`src/logic/capture_regs.vh`:
```
`ifndef CAPTURE_REGS_VH
`define CAPTURE_REGS_VH

// ==========================================================
// Register offsets (byte addresses, one word each)
`define OFS_CONTROL      8'h00
`define OFS_BUFFER       8'h04
`define OFS_IRQ_STATUS   8'h08
`define OFS_IRQ_ENABLE   8'h0c
`define OFS_IRQ_CLEAR    8'h10

// ==========================================================
// Control register fields
`define BIT_ENABLE       15
`define BIT_IDLE_HALT    13
`define BIT_FIRST_EDGE   9
`define BIT_WIDE         8
`define BIT_TIMEBASE     7
`define BIT_EPI_HI       6
`define BIT_EPI_LO       5
`define BIT_OVERFLOW     4
`define BIT_NOT_EMPTY    3
`define BIT_MODE_HI      2
`define BIT_MODE_LO      0
`define CONTROL_RW_MASK  32'h0000a3e7
`define CONTROL_RESET    32'h00000000

// ==========================================================
// Capture modes
`define MODE_OFF         3'h0
`define MODE_EVERY_EDGE  3'h1
`define MODE_FALL        3'h2
`define MODE_RISE        3'h3
`define MODE_RISE_4TH    3'h4
`define MODE_RISE_16TH   3'h5
`define MODE_ALTERNATE   3'h6
`define MODE_RISE_ALT    3'h7

// ==========================================================
// Interrupt status bits
`define IRQ_CAPTURE      0
`define IRQ_OVERFLOW     1

// ==========================================================
// Buffer geometry
`define BUF_DEPTH        4
`define BUF_AW           2

`endif

```
`src/logic/input_capture_control.v`:
```
`timescale 1ns/1ns
`include "capture_regs.vh"

// Functional notes
// - Enable clear resets channel, blocks interrupts
// - Idle-halt bit stops channel during idle
// - Mode 6 first edge per select bit
// - Wide select captures 32-bit timer value
// - Timebase select picks counter in 16-bit
// - Interrupt every one to four captures
// - Read-only overflow flag set on overflow
// - Read-only buffer-not-empty flag
// - Unimplemented bits read zero; reset zero
module input_capture_control (
  // Clock and reset
  input  wire        ref_clk,
  input  wire        rst,
  // Register port
  input  wire [7:0]  reg_addr,
  input  wire [31:0] reg_wdata,
  input  wire        reg_write,
  input  wire        reg_read,
  output reg  [31:0] reg_rdata,
  // Capture pin and system state
  input  wire        capture_pin,
  input  wire        idle_mode,
  // Timebases
  input  wire [15:0] first_timebase,
  input  wire [15:0] second_timebase,
  input  wire [31:0] wide_timebase,
  // Interrupt
  output reg         irq
);
  // ==========================================================
  // Registers
  reg [31:0] control_reg;
  reg        overflow_reg;
  reg [1:0]  event_count_reg;
  reg        alt_phase_reg;
  reg [3:0]  prescale_reg;
  reg [1:0]  irq_status_reg;
  reg [1:0]  irq_enable_reg;

  wire       enable     = control_reg[`BIT_ENABLE];
  wire       idle_halt  = control_reg[`BIT_IDLE_HALT];
  wire       first_edge = control_reg[`BIT_FIRST_EDGE];
  wire       wide       = control_reg[`BIT_WIDE];
  wire       timebase   = control_reg[`BIT_TIMEBASE];
  wire [1:0] per_irq    = control_reg[`BIT_EPI_HI:`BIT_EPI_LO];
  wire [2:0] mode       = control_reg[`BIT_MODE_HI:`BIT_MODE_LO];

  // Channel runs only when enabled and not parked by idle
  wire running = enable && !(idle_halt && idle_mode);

  // ==========================================================
  // Edge detection
  wire rise;
  wire fall;

  edge_detect pin_edges (
    .ref_clk  (ref_clk),
    .rst      (rst),
    .level_in (capture_pin),
    .rise     (rise),
    .fall     (fall)
  );

  // ==========================================================
  // Event qualification by mode
  reg capture_event;
  always @* begin
    capture_event = 1'b0;
    case (mode)
      `MODE_OFF:        capture_event = 1'b0;
      `MODE_EVERY_EDGE: capture_event = rise || fall;
      `MODE_FALL:       capture_event = fall;
      `MODE_RISE:       capture_event = rise;
      `MODE_RISE_4TH:   capture_event = rise && (prescale_reg[1:0] == 2'h3);
      `MODE_RISE_16TH:  capture_event = rise && (prescale_reg == 4'hf);
      // Alternate: first edge chosen by select bit, then toggle
      `MODE_ALTERNATE:  capture_event = alt_phase_reg ? (first_edge ? fall : rise)
                                                      : (first_edge ? rise : fall);
      `MODE_RISE_ALT:   capture_event = rise;
      default:          capture_event = 1'b0;
    endcase
    capture_event = capture_event && running;
  end

  // Prescaler and alternating phase; cleared while disabled
  always @(posedge ref_clk) begin
    if (rst || !enable) begin
      prescale_reg  <= 4'h0;
      alt_phase_reg <= 1'b0;
    end else if (running) begin
      if (rise && (mode == `MODE_RISE_4TH || mode == `MODE_RISE_16TH))
        prescale_reg <= prescale_reg + 4'h1;
      if (mode == `MODE_ALTERNATE && capture_event)
        alt_phase_reg <= !alt_phase_reg;
    end
  end

  // ==========================================================
  // Timer value selection
  wire [31:0] capture_value = wide ? wide_timebase
                                   : {16'h0000, timebase ? first_timebase : second_timebase};

  // ==========================================================
  // Capture buffer
  wire        buf_full;
  wire        buf_empty;
  wire [31:0] buf_data;
  wire        buf_pop = reg_read && (reg_addr == `OFS_BUFFER);

  capture_buffer fifo (
    .ref_clk   (ref_clk),
    .rst       (rst),
    .flush     (!enable),
    .push      (capture_event),
    .push_data (capture_value),
    .pop       (buf_pop),
    .pop_data  (buf_data),
    .full      (buf_full),
    .empty     (buf_empty)
  );

  wire overflow_event = capture_event && buf_full;

  // Overflow flag: set on capture into a full buffer, cleared by disable
  always @(posedge ref_clk) begin
    if (rst || !enable) begin
      overflow_reg <= 1'b0;
    end else if (overflow_event) begin
      overflow_reg <= 1'b1;
    end
  end

  // ==========================================================
  // Interrupt decimation: one pulse every N captures
  wire n_reached = (event_count_reg == per_irq);
  wire irq_event = capture_event && !buf_full && n_reached;

  always @(posedge ref_clk) begin
    if (rst || !enable) begin
      event_count_reg <= 2'h0;
    end else if (capture_event && !buf_full) begin
      event_count_reg <= n_reached ? 2'h0 : event_count_reg + 2'h1;
    end
  end

  // ==========================================================
  // Control register write; read-only flags never stored
  always @(posedge ref_clk) begin
    if (rst) begin
      control_reg <= `CONTROL_RESET;
    end else if (reg_write && reg_addr == `OFS_CONTROL) begin
      control_reg <= reg_wdata & `CONTROL_RW_MASK;
    end
  end

  // Interrupt enable
  always @(posedge ref_clk) begin
    if (rst) begin
      irq_enable_reg <= 2'h0;
    end else if (reg_write && reg_addr == `OFS_IRQ_ENABLE) begin
      irq_enable_reg <= reg_wdata[1:0];
    end
  end

  // Sticky status; a new event wins over a clear in the same cycle
  reg [1:0] irq_status_next;
  always @* begin
    irq_status_next = irq_status_reg;
    if (reg_write && reg_addr == `OFS_IRQ_CLEAR)
      irq_status_next = irq_status_next & ~reg_wdata[1:0];
    if (irq_event)
      irq_status_next[`IRQ_CAPTURE] = 1'b1;
    if (overflow_event)
      irq_status_next[`IRQ_OVERFLOW] = 1'b1;
  end

  always @(posedge ref_clk) begin
    if (rst) begin
      irq_status_reg <= 2'h0;
      irq            <= 1'b0;
    end else begin
      irq_status_reg <= irq_status_next;
      // Disabled channel raises no interrupt
      irq            <= enable && |(irq_status_next & irq_enable_reg);
    end
  end

  // ==========================================================
  // Read data, one cycle after the strobe; buffer word comes from the FIFO
  reg        read_buf_reg;
  reg [31:0] read_word_reg;
  always @(posedge ref_clk) begin
    if (rst) begin
      read_buf_reg  <= 1'b0;
      read_word_reg <= 32'h00000000;
    end else begin
      read_buf_reg  <= buf_pop;
      read_word_reg <= 32'h00000000;
      if (reg_read) begin
        case (reg_addr)
          `OFS_CONTROL: read_word_reg <= control_reg
                                       | ({31'h0, overflow_reg} << `BIT_OVERFLOW)
                                       | ({31'h0, !buf_empty} << `BIT_NOT_EMPTY);
          `OFS_IRQ_STATUS: read_word_reg <= {30'h0, irq_status_reg};
          `OFS_IRQ_ENABLE: read_word_reg <= {30'h0, irq_enable_reg};
          default:         read_word_reg <= 32'h00000000;
        endcase
      end
    end
  end

  always @* begin
    reg_rdata = read_buf_reg ? buf_data : read_word_reg;
  end
endmodule // input_capture_control

```
`src/logic/capture_buffer.v`:
```
`timescale 1ns/1ns
// ==========================================================
// Capture buffer: small FIFO, registered read data
module capture_buffer (
  // Clock and reset
  input  wire        ref_clk,
  input  wire        rst,
  // Flush while disabled
  input  wire        flush,
  // Write side
  input  wire        push,
  input  wire [31:0] push_data,
  // Read side
  input  wire        pop,
  output reg  [31:0] pop_data,
  output wire        full,
  output wire        empty
);
  reg [31:0] mem [0:3];
  reg [1:0]  wr_ptr_reg;
  reg [1:0]  rd_ptr_reg;
  reg [2:0]  count_reg;

  assign full  = (count_reg == 3'h4);
  assign empty = (count_reg == 3'h0);

  // Pointers and count; push when full is dropped here
  always @(posedge ref_clk) begin
    if (rst || flush) begin
      wr_ptr_reg <= 2'h0;
      rd_ptr_reg <= 2'h0;
      count_reg  <= 3'h0;
      pop_data   <= 32'h00000000;
    end else begin
      if (push && !full) begin
        mem[wr_ptr_reg] <= push_data;
        wr_ptr_reg      <= wr_ptr_reg + 2'h1;
      end
      if (pop && !empty) begin
        pop_data   <= mem[rd_ptr_reg];
        rd_ptr_reg <= rd_ptr_reg + 2'h1;
      end else if (pop) begin
        pop_data <= 32'h00000000;
      end
      count_reg <= count_reg + {2'h0, push && !full} - {2'h0, pop && !empty};
    end
  end
endmodule // capture_buffer

```
`src/logic/edge_detect.v`:
```
`timescale 1ns/1ns
// ==========================================================
// Edge detector on a synchronous input
module edge_detect (
  // Clock and reset
  input  wire ref_clk,
  input  wire rst,
  // Pin and edges
  input  wire level_in,
  output wire rise,
  output wire fall
);
  reg last_reg;

  // Remember last level; input already synchronous
  always @(posedge ref_clk) begin
    if (rst) begin
      last_reg <= 1'b0;
    end else begin
      last_reg <= level_in;
    end
  end

  assign rise = level_in && !last_reg;
  assign fall = !level_in && last_reg;
endmodule // edge_detect

```
`config.mk`:
```
export PLATFORM = sky130hd
export DESIGN_NAME = input_capture_control
export DESIGN_NICKNAME = d
export VERILOG_FILES = /design/src/logic/input_capture_control.v /design/src/logic/capture_buffer.v /design/src/logic/edge_detect.v
export VERILOG_INCLUDE_DIRS = /design/src /design/src/logic
export SDC_FILE = /design/constraint.sdc
export NUM_CORES = 1
export LEC_CHECK = 0
export BUFFER_PORTS_ARGS = -buffer_cell sky130_fd_sc_hd__buf_2
export CORE_MARGIN = 2
export CORE_UTILIZATION = 50
export CTS_CLUSTER_SIZE = 28
export DETAILED_ROUTE_END_ITERATION = 12
export PLACE_DENSITY = 0.72
export SLEW_MARGIN = 25
export SYNTH_ARGS = -nofsm -noshare
export SYNTH_HDL_FRONTEND = slang
export SYNTH_SLANG_ARGS = --single-unit
```
`constraint.sdc`:
```
create_clock -name ref_clk -period 6.15 [get_ports ref_clk]
set_input_delay 0.3075 -clock ref_clk [delete_from_list [all_inputs] [get_ports ref_clk]]
set_output_delay 0.3075 -clock ref_clk [all_outputs]
set_load 0.1 [all_outputs]
```
### Word level (Yosys, flattened, before mapping)

Memory sizes are Yosys's and may differ from the RTL's. A register that Yosys moved wholly into a read port is not among the register bits.
Index checks and enable logic that the tools add are counted.

* register bits: 96
* RAM bits: 128
* output and inout port bits: 33
* memories: 1
* input bits: 110

Memory list
* fifo.mem: words 4, width 32, read ports 1, clocked after Yosys merged registers in 1, wr ports 1, line capture_buffer.v:19 `reg [31:0] mem [0:3];`

* muxes and demuxes: 19
* bitwise operators: 6
* reductions and logical operators: 37
* add/subtract/negate cells: 6
* equal/unequal tests: 15

Operators with widths (number)
* 32-bit 2-to-1 mux: 4
* 16-bit case mux with 3 select lines: 1
* 1-bit logical AND: 18
* 8-bit by 4-bit equality test with 1-bit output, second input constant: 2
* 16-bit 2-to-1 mux: 1
* 16-bit by 4-bit bitwise OR with 16-bit output: 1
* 16-bit by 5-bit bitwise OR with 16-bit output: 1
* 3-bit equality test, second input constant: 5
* 8-bit by 3-bit equality test with 1-bit output, second input constant: 1
* 8-bit by 5-bit equality test with 1-bit output, second input constant: 1
* 8-bit logical NOT: 1
* 1-bit 2-to-1 mux: 8
* 2-bit 2-to-1 mux: 4
* 1-bit logical NOT: 7
* 1-bit case mux with 7 select lines: 1
* 2-bit by 1-bit adder with 2-bit output, second input constant: 3
* 3-bit by 2-bit equality test with 1-bit output, second input constant: 2
* 3-bit logical NOT: 2
* 2-bit OR reduction: 3
* 4-bit by 1-bit adder with 4-bit output, second input constant: 1
* 2-bit AND: 2
* 4-bit equality test, second input constant: 1
* 2-bit AND reduction: 2
* 3-bit by 1-bit adder with 3-bit output: 1
* 8 further kinds: 10

### Longest topological paths before layout

* depth in word-level cells: 12
* mapped depth: 13
* mapped depth without buffers: 12

### Hierarchy

Synthesis repeated with hierarchy kept, for this count alone.

* cell total of the unflattened synthesis: 557
* area, all modules: 8285.4 um2

By module, submodules not included
* capture_buffer: cells each 292, area each 6074.6 um2, instances 1
* input_capture_control: cells each 261, area each 2172.1 um2, instances 1
* edge_detect: cells each 4, area each 38.8 um2, instances 1

### Worst setup path after synthesis

No wires, ideal clock.

* kind: in2reg
* start point: input port capture_pin
* end point: memory fifo.mem[0][0], enable pin
* required time: 5758 ps
* data arrival time: 2331 ps
* setup slack: 3427 ps
* stages on the path: 7
* cells stage by stage: inv_1 -> ha_1 -> nor3_1 -> o21ai_0 -> o211a_4 -> nor3_1 -> and3_1

* cells in the longest elaborated chain, start to end: 10
* elaborated cells between the ends (all ways): 15

Ends and longest elaborated chain
* start: declaration: line input_capture_control.v:25 `input wire capture_pin,`
* 1-bit logical NOT: line edge_detect.v:25 `assign fall = !level_in && last_reg;`
* 1-bit logical AND: line edge_detect.v:25
* 1-bit 2-to-1 mux (on tied branches): line input_capture_control.v:82, input_capture_control.v:81
* 1-bit 2-to-1 mux: line input_capture_control.v:81 `` `MODE_ALTERNATE: capture_event = alt_phase_reg ? (first_edge ? fall : rise) ``
* 1-bit case mux with 7 select lines (*): line input_capture_control.v:73 `case (mode)`
* 1-bit logical AND (*): line input_capture_control.v:86 `capture_event = capture_event && running;`
* 1-bit logical AND (*): line capture_buffer.v:35 `if (push && !full) begin`
* 1-bit 2-to-1 mux (*): line capture_buffer.v:35
* 1-bit 2-to-1 mux (*): line capture_buffer.v:29 `if (rst || flush) begin`
* 1-bit 2-to-1 mux (not written as such) (*): line capture_buffer.v:36 `mem[wr_ptr_reg] <= push_data;`
* end: declaration: line capture_buffer.v:19

Mark *: on every way between the ends. The rest lies on a longest branch, timed or not.

### Final worst setup path

* start point: register control_reg[15]
* end point: memory fifo.mem[3][31], enable pin

* cells in the longest elaborated chain, start to end: 6
* elaborated cells between the ends (all ways): 8

Ends and longest elaborated chain
* start: declaration: line input_capture_control.v:36 `reg [31:0] control_reg;`
* start signal: assignment: line input_capture_control.v:154 `` control_reg <= `CONTROL_RESET; ``
* start signal: assignment: line input_capture_control.v:156 `` control_reg <= reg_wdata & `CONTROL_RW_MASK; ``
* 1-bit logical AND: line input_capture_control.v:53 `wire running = enable && !(idle_halt && idle_mode);`
* 1-bit logical AND: line input_capture_control.v:86
* 1-bit logical AND: line capture_buffer.v:35
* 1-bit 2-to-1 mux: line capture_buffer.v:35
* 1-bit 2-to-1 mux (*): line capture_buffer.v:29
* 1-bit 2-to-1 mux (not written as such) (*): line capture_buffer.v:36

Marks and branches as above.

==> summary.txt <==
Run status
  – Status: completed

Worst setup path
  – CP max stage cell: and3_2
  – CP Class: register to register
  – Largest stage delay, worst path: 980 ps
  – Setup crit start kind: register
  – Critical path startpoint: control_reg[15]
  – Reg-to-reg startpoint: control_reg[15]
  – Critical path peak fanout: 32
  – WP data arrival: 3250 ps
  – Worst Path Required: 6260 ps
  – Crit. End Element: register
  – Worst-path cell chain: a21boi_1 -> o31ai_1 -> nor3_1 -> and3_2

STA
  – Fin crit period: 3140 ps
  – Final critical-path share of the clock period: 51.1%
  – Max Slew Vio Count: 0
  – Tightest Pin Transition: 970 ps
  – RSZ-0062 raised after global routing: no
  – Clock skew: 15.2 ps
  – Slew HR: 35.3%
  – Hold Vio Cnt, Final: 0
  – Highest clock rate: 0.318 GHz
  – # setup viols final: 0
  – Fin Setup TNS: 0 ps

Synth
  – Syn Inst Count: 626
  – Synth async-reset ratio: 0%
  – Post-synth EDFFs: 128
  – Synth Flop Type: edfxtp_1
  – Main area contributors after synthesis: edfxtp_1, dfxtp_1, mux4_2
  – Mapped Area: 8530 um2
  – Netlist cell types: 46
  – Sequential share of the synthesized area: 63.4%
  – Syn Area/Cell: 13.6 um2
  – Yosys warning count: 0
  – Syn_nets: 746
  – Post-synth top area cell: edfxtp_1
  – Top cell type's share of synthesized area: 45.1%
  – Yosys reg bits: 206

Layout
  – Nets@finish: 857
  – Number of flip-flops in the largest register: 128
  – Layout cell share with drive strength beyond 1: 28.7%
  – Final instance area: 10000 um2
  – Area grow syn2layout: 17.6%
  – Antenna diodes: 0
  – Final core occ: 60.3%
  – Most common cell after layout, fill and taps aside: edfxtp_1
  – Commonest non-fill, non-tap cells in the layout: edfxtp_1, buf_2, dfxtp_1

Routing
  – Post-DR wirelength/cell: 18.5 um
  – Initial DRC Count: 334
  – Vias: 5432
  – DRT antenna net count: 0
  – DRT met1 WL: 7160 um
  – Final WL: 18000 um
  – Drt pass-1 iters: 4
  – Vias/cell: 5.58
  – DRC: 0
  – Met3 wire len: 1000 um
  – Top sig layer: met4
  – Met2 wire length: 9270 um

Floorplanning
  – Die Span X: 135 um
  – Cell Rows: 47
  – Initial Util: 51.2%
  – Die footprint: 18100 um2
  – Num ports: 143
  – Die height: 135 um
  – Core area: 16600 um2

Placement
  – Post-place instance area: 9300 um2
  – Dpl hpwl: 10700 um
  – Routability cong.: 0.838
  – Port Buffers: 120

Clock network
  – Clock Sinks: 206
  – Clk root buf: clkbuf_16
  – CTS Buffer Depth: 3
  – Post-CTS Setup Inserts: 0
  – Resized Gates After CTS: 0
  – Cts hold-fix bufs: 0
  – Clk slew on worst S/H paths: 60 ps
  – CTS H-tree lvls: 1
  – CTS Buf Count: 22
  – Clock latency at the later pin of the worst-skew pair: 490 ps
  – CTS tree: done

Global routing
  – Initial antenna violation count: 0
  – Grt ovf: 0
  – Largest net degree at the start of global routing: 68
  – First-pass GRT wire length: 28900 um
  – Vias in the first global route: 5735
  – GRT Overall Usage: 20.4%

Power and ir drop
  – PwrDens: 281 nW/um2
  – Peak VDD IR: 0.177 mV
  – P_leak: 3.74 nW

Min path
  – Hold Crit Class: primary input to register
  – Min-delay src: reg_wdata[15]

Job
  – Max-Cap Viols: 0
## path summary, 6_finish.rpt
kind | slack (ps) | depth (start not counted) | endpoint
worst max-delay path | 3010 | 4 | fifo.mem[3][31]
worst min-delay path | 50 | 3 | control_reg[15]
worst max register to register | 3010 | 4 | fifo.mem[3][31]
worst min register to register | 470 | 2 | overflow_reg
## metal layers
layer  vias up  track usage [%]
li1       2530                -
met1      2688             24.7
met2       168             36.9
met3        46             3.57
met4         0             7.08
met5         -                0
## critical path: cells and delay by family, from the launching register on
family           cells  cell delay (ps)
AO/OA/AOI/OAI        2              730
flip-flops           1              400
AND/OR/NAND/NOR      2             1610
## per-stage QoR
stage               instances  worst slack (ps)  power, mW  hold WS (ps)
global placement          933              3090       1.53           448
detailed placement        933              2940       1.54           455
finish                    973              3010       2.82          52.6
floorplan                 626              3430       1.50           386
global route              973              2770       2.90          54.0
CTS                       973              3050       2.83          42.4
## kinds of logic after synthesis
| kind of cell | synth area share [%] |
|---|---|
| DFF | 63.4 |
| AOI/OAI and AO/OA | 5.02 |
| adders and majority gates | 1.56 |
| buffers and inverters | 2.27 |
| xor gates and xnor gates | 1.01 |
| muxes | 13.8 |
| and+or+nand+nor | 12.9 |
## area by class of cell
| class | count | area [um2] |
|---|---|---|
| fill | 1271 | 6610 |
| tap | 220 | 275 |
| inverter | 8 | 30.0 |
| multi-input combinational | 373 | 2950 |
| clock buffer | 33 | 633 |
| timing repair buffer | 126 | 646 |
| sequential | 206 | 5410 |
| clock inverter | 7 | 92.6 |
## cell usage after synthesis (all sizes together), types with 8 or more instances
library cell / instances
nand2: 23
inv: 8
clkbuf: 28
mux4: 32
buf: 11
mux2i: 30
ha: 9
mux2: 14
edfxtp: 128
and2: 47
nor2: 63
nor3: 8
dfxtp: 78
o21ai: 19
nor3b: 33
a21oi: 41
## power by group
| part | leakage [nW] | switching, mW | internal [mW] |
|---|---|---|---|
| sequential | 1.95 | 0.000477 | 1.46 |
| combinational | 1.44 | 0.0225 | 0.0249 |
| clock | 0.351 | 0.515 | 0.799 |
No activity file was read; power rests on OpenSTA's default activity.
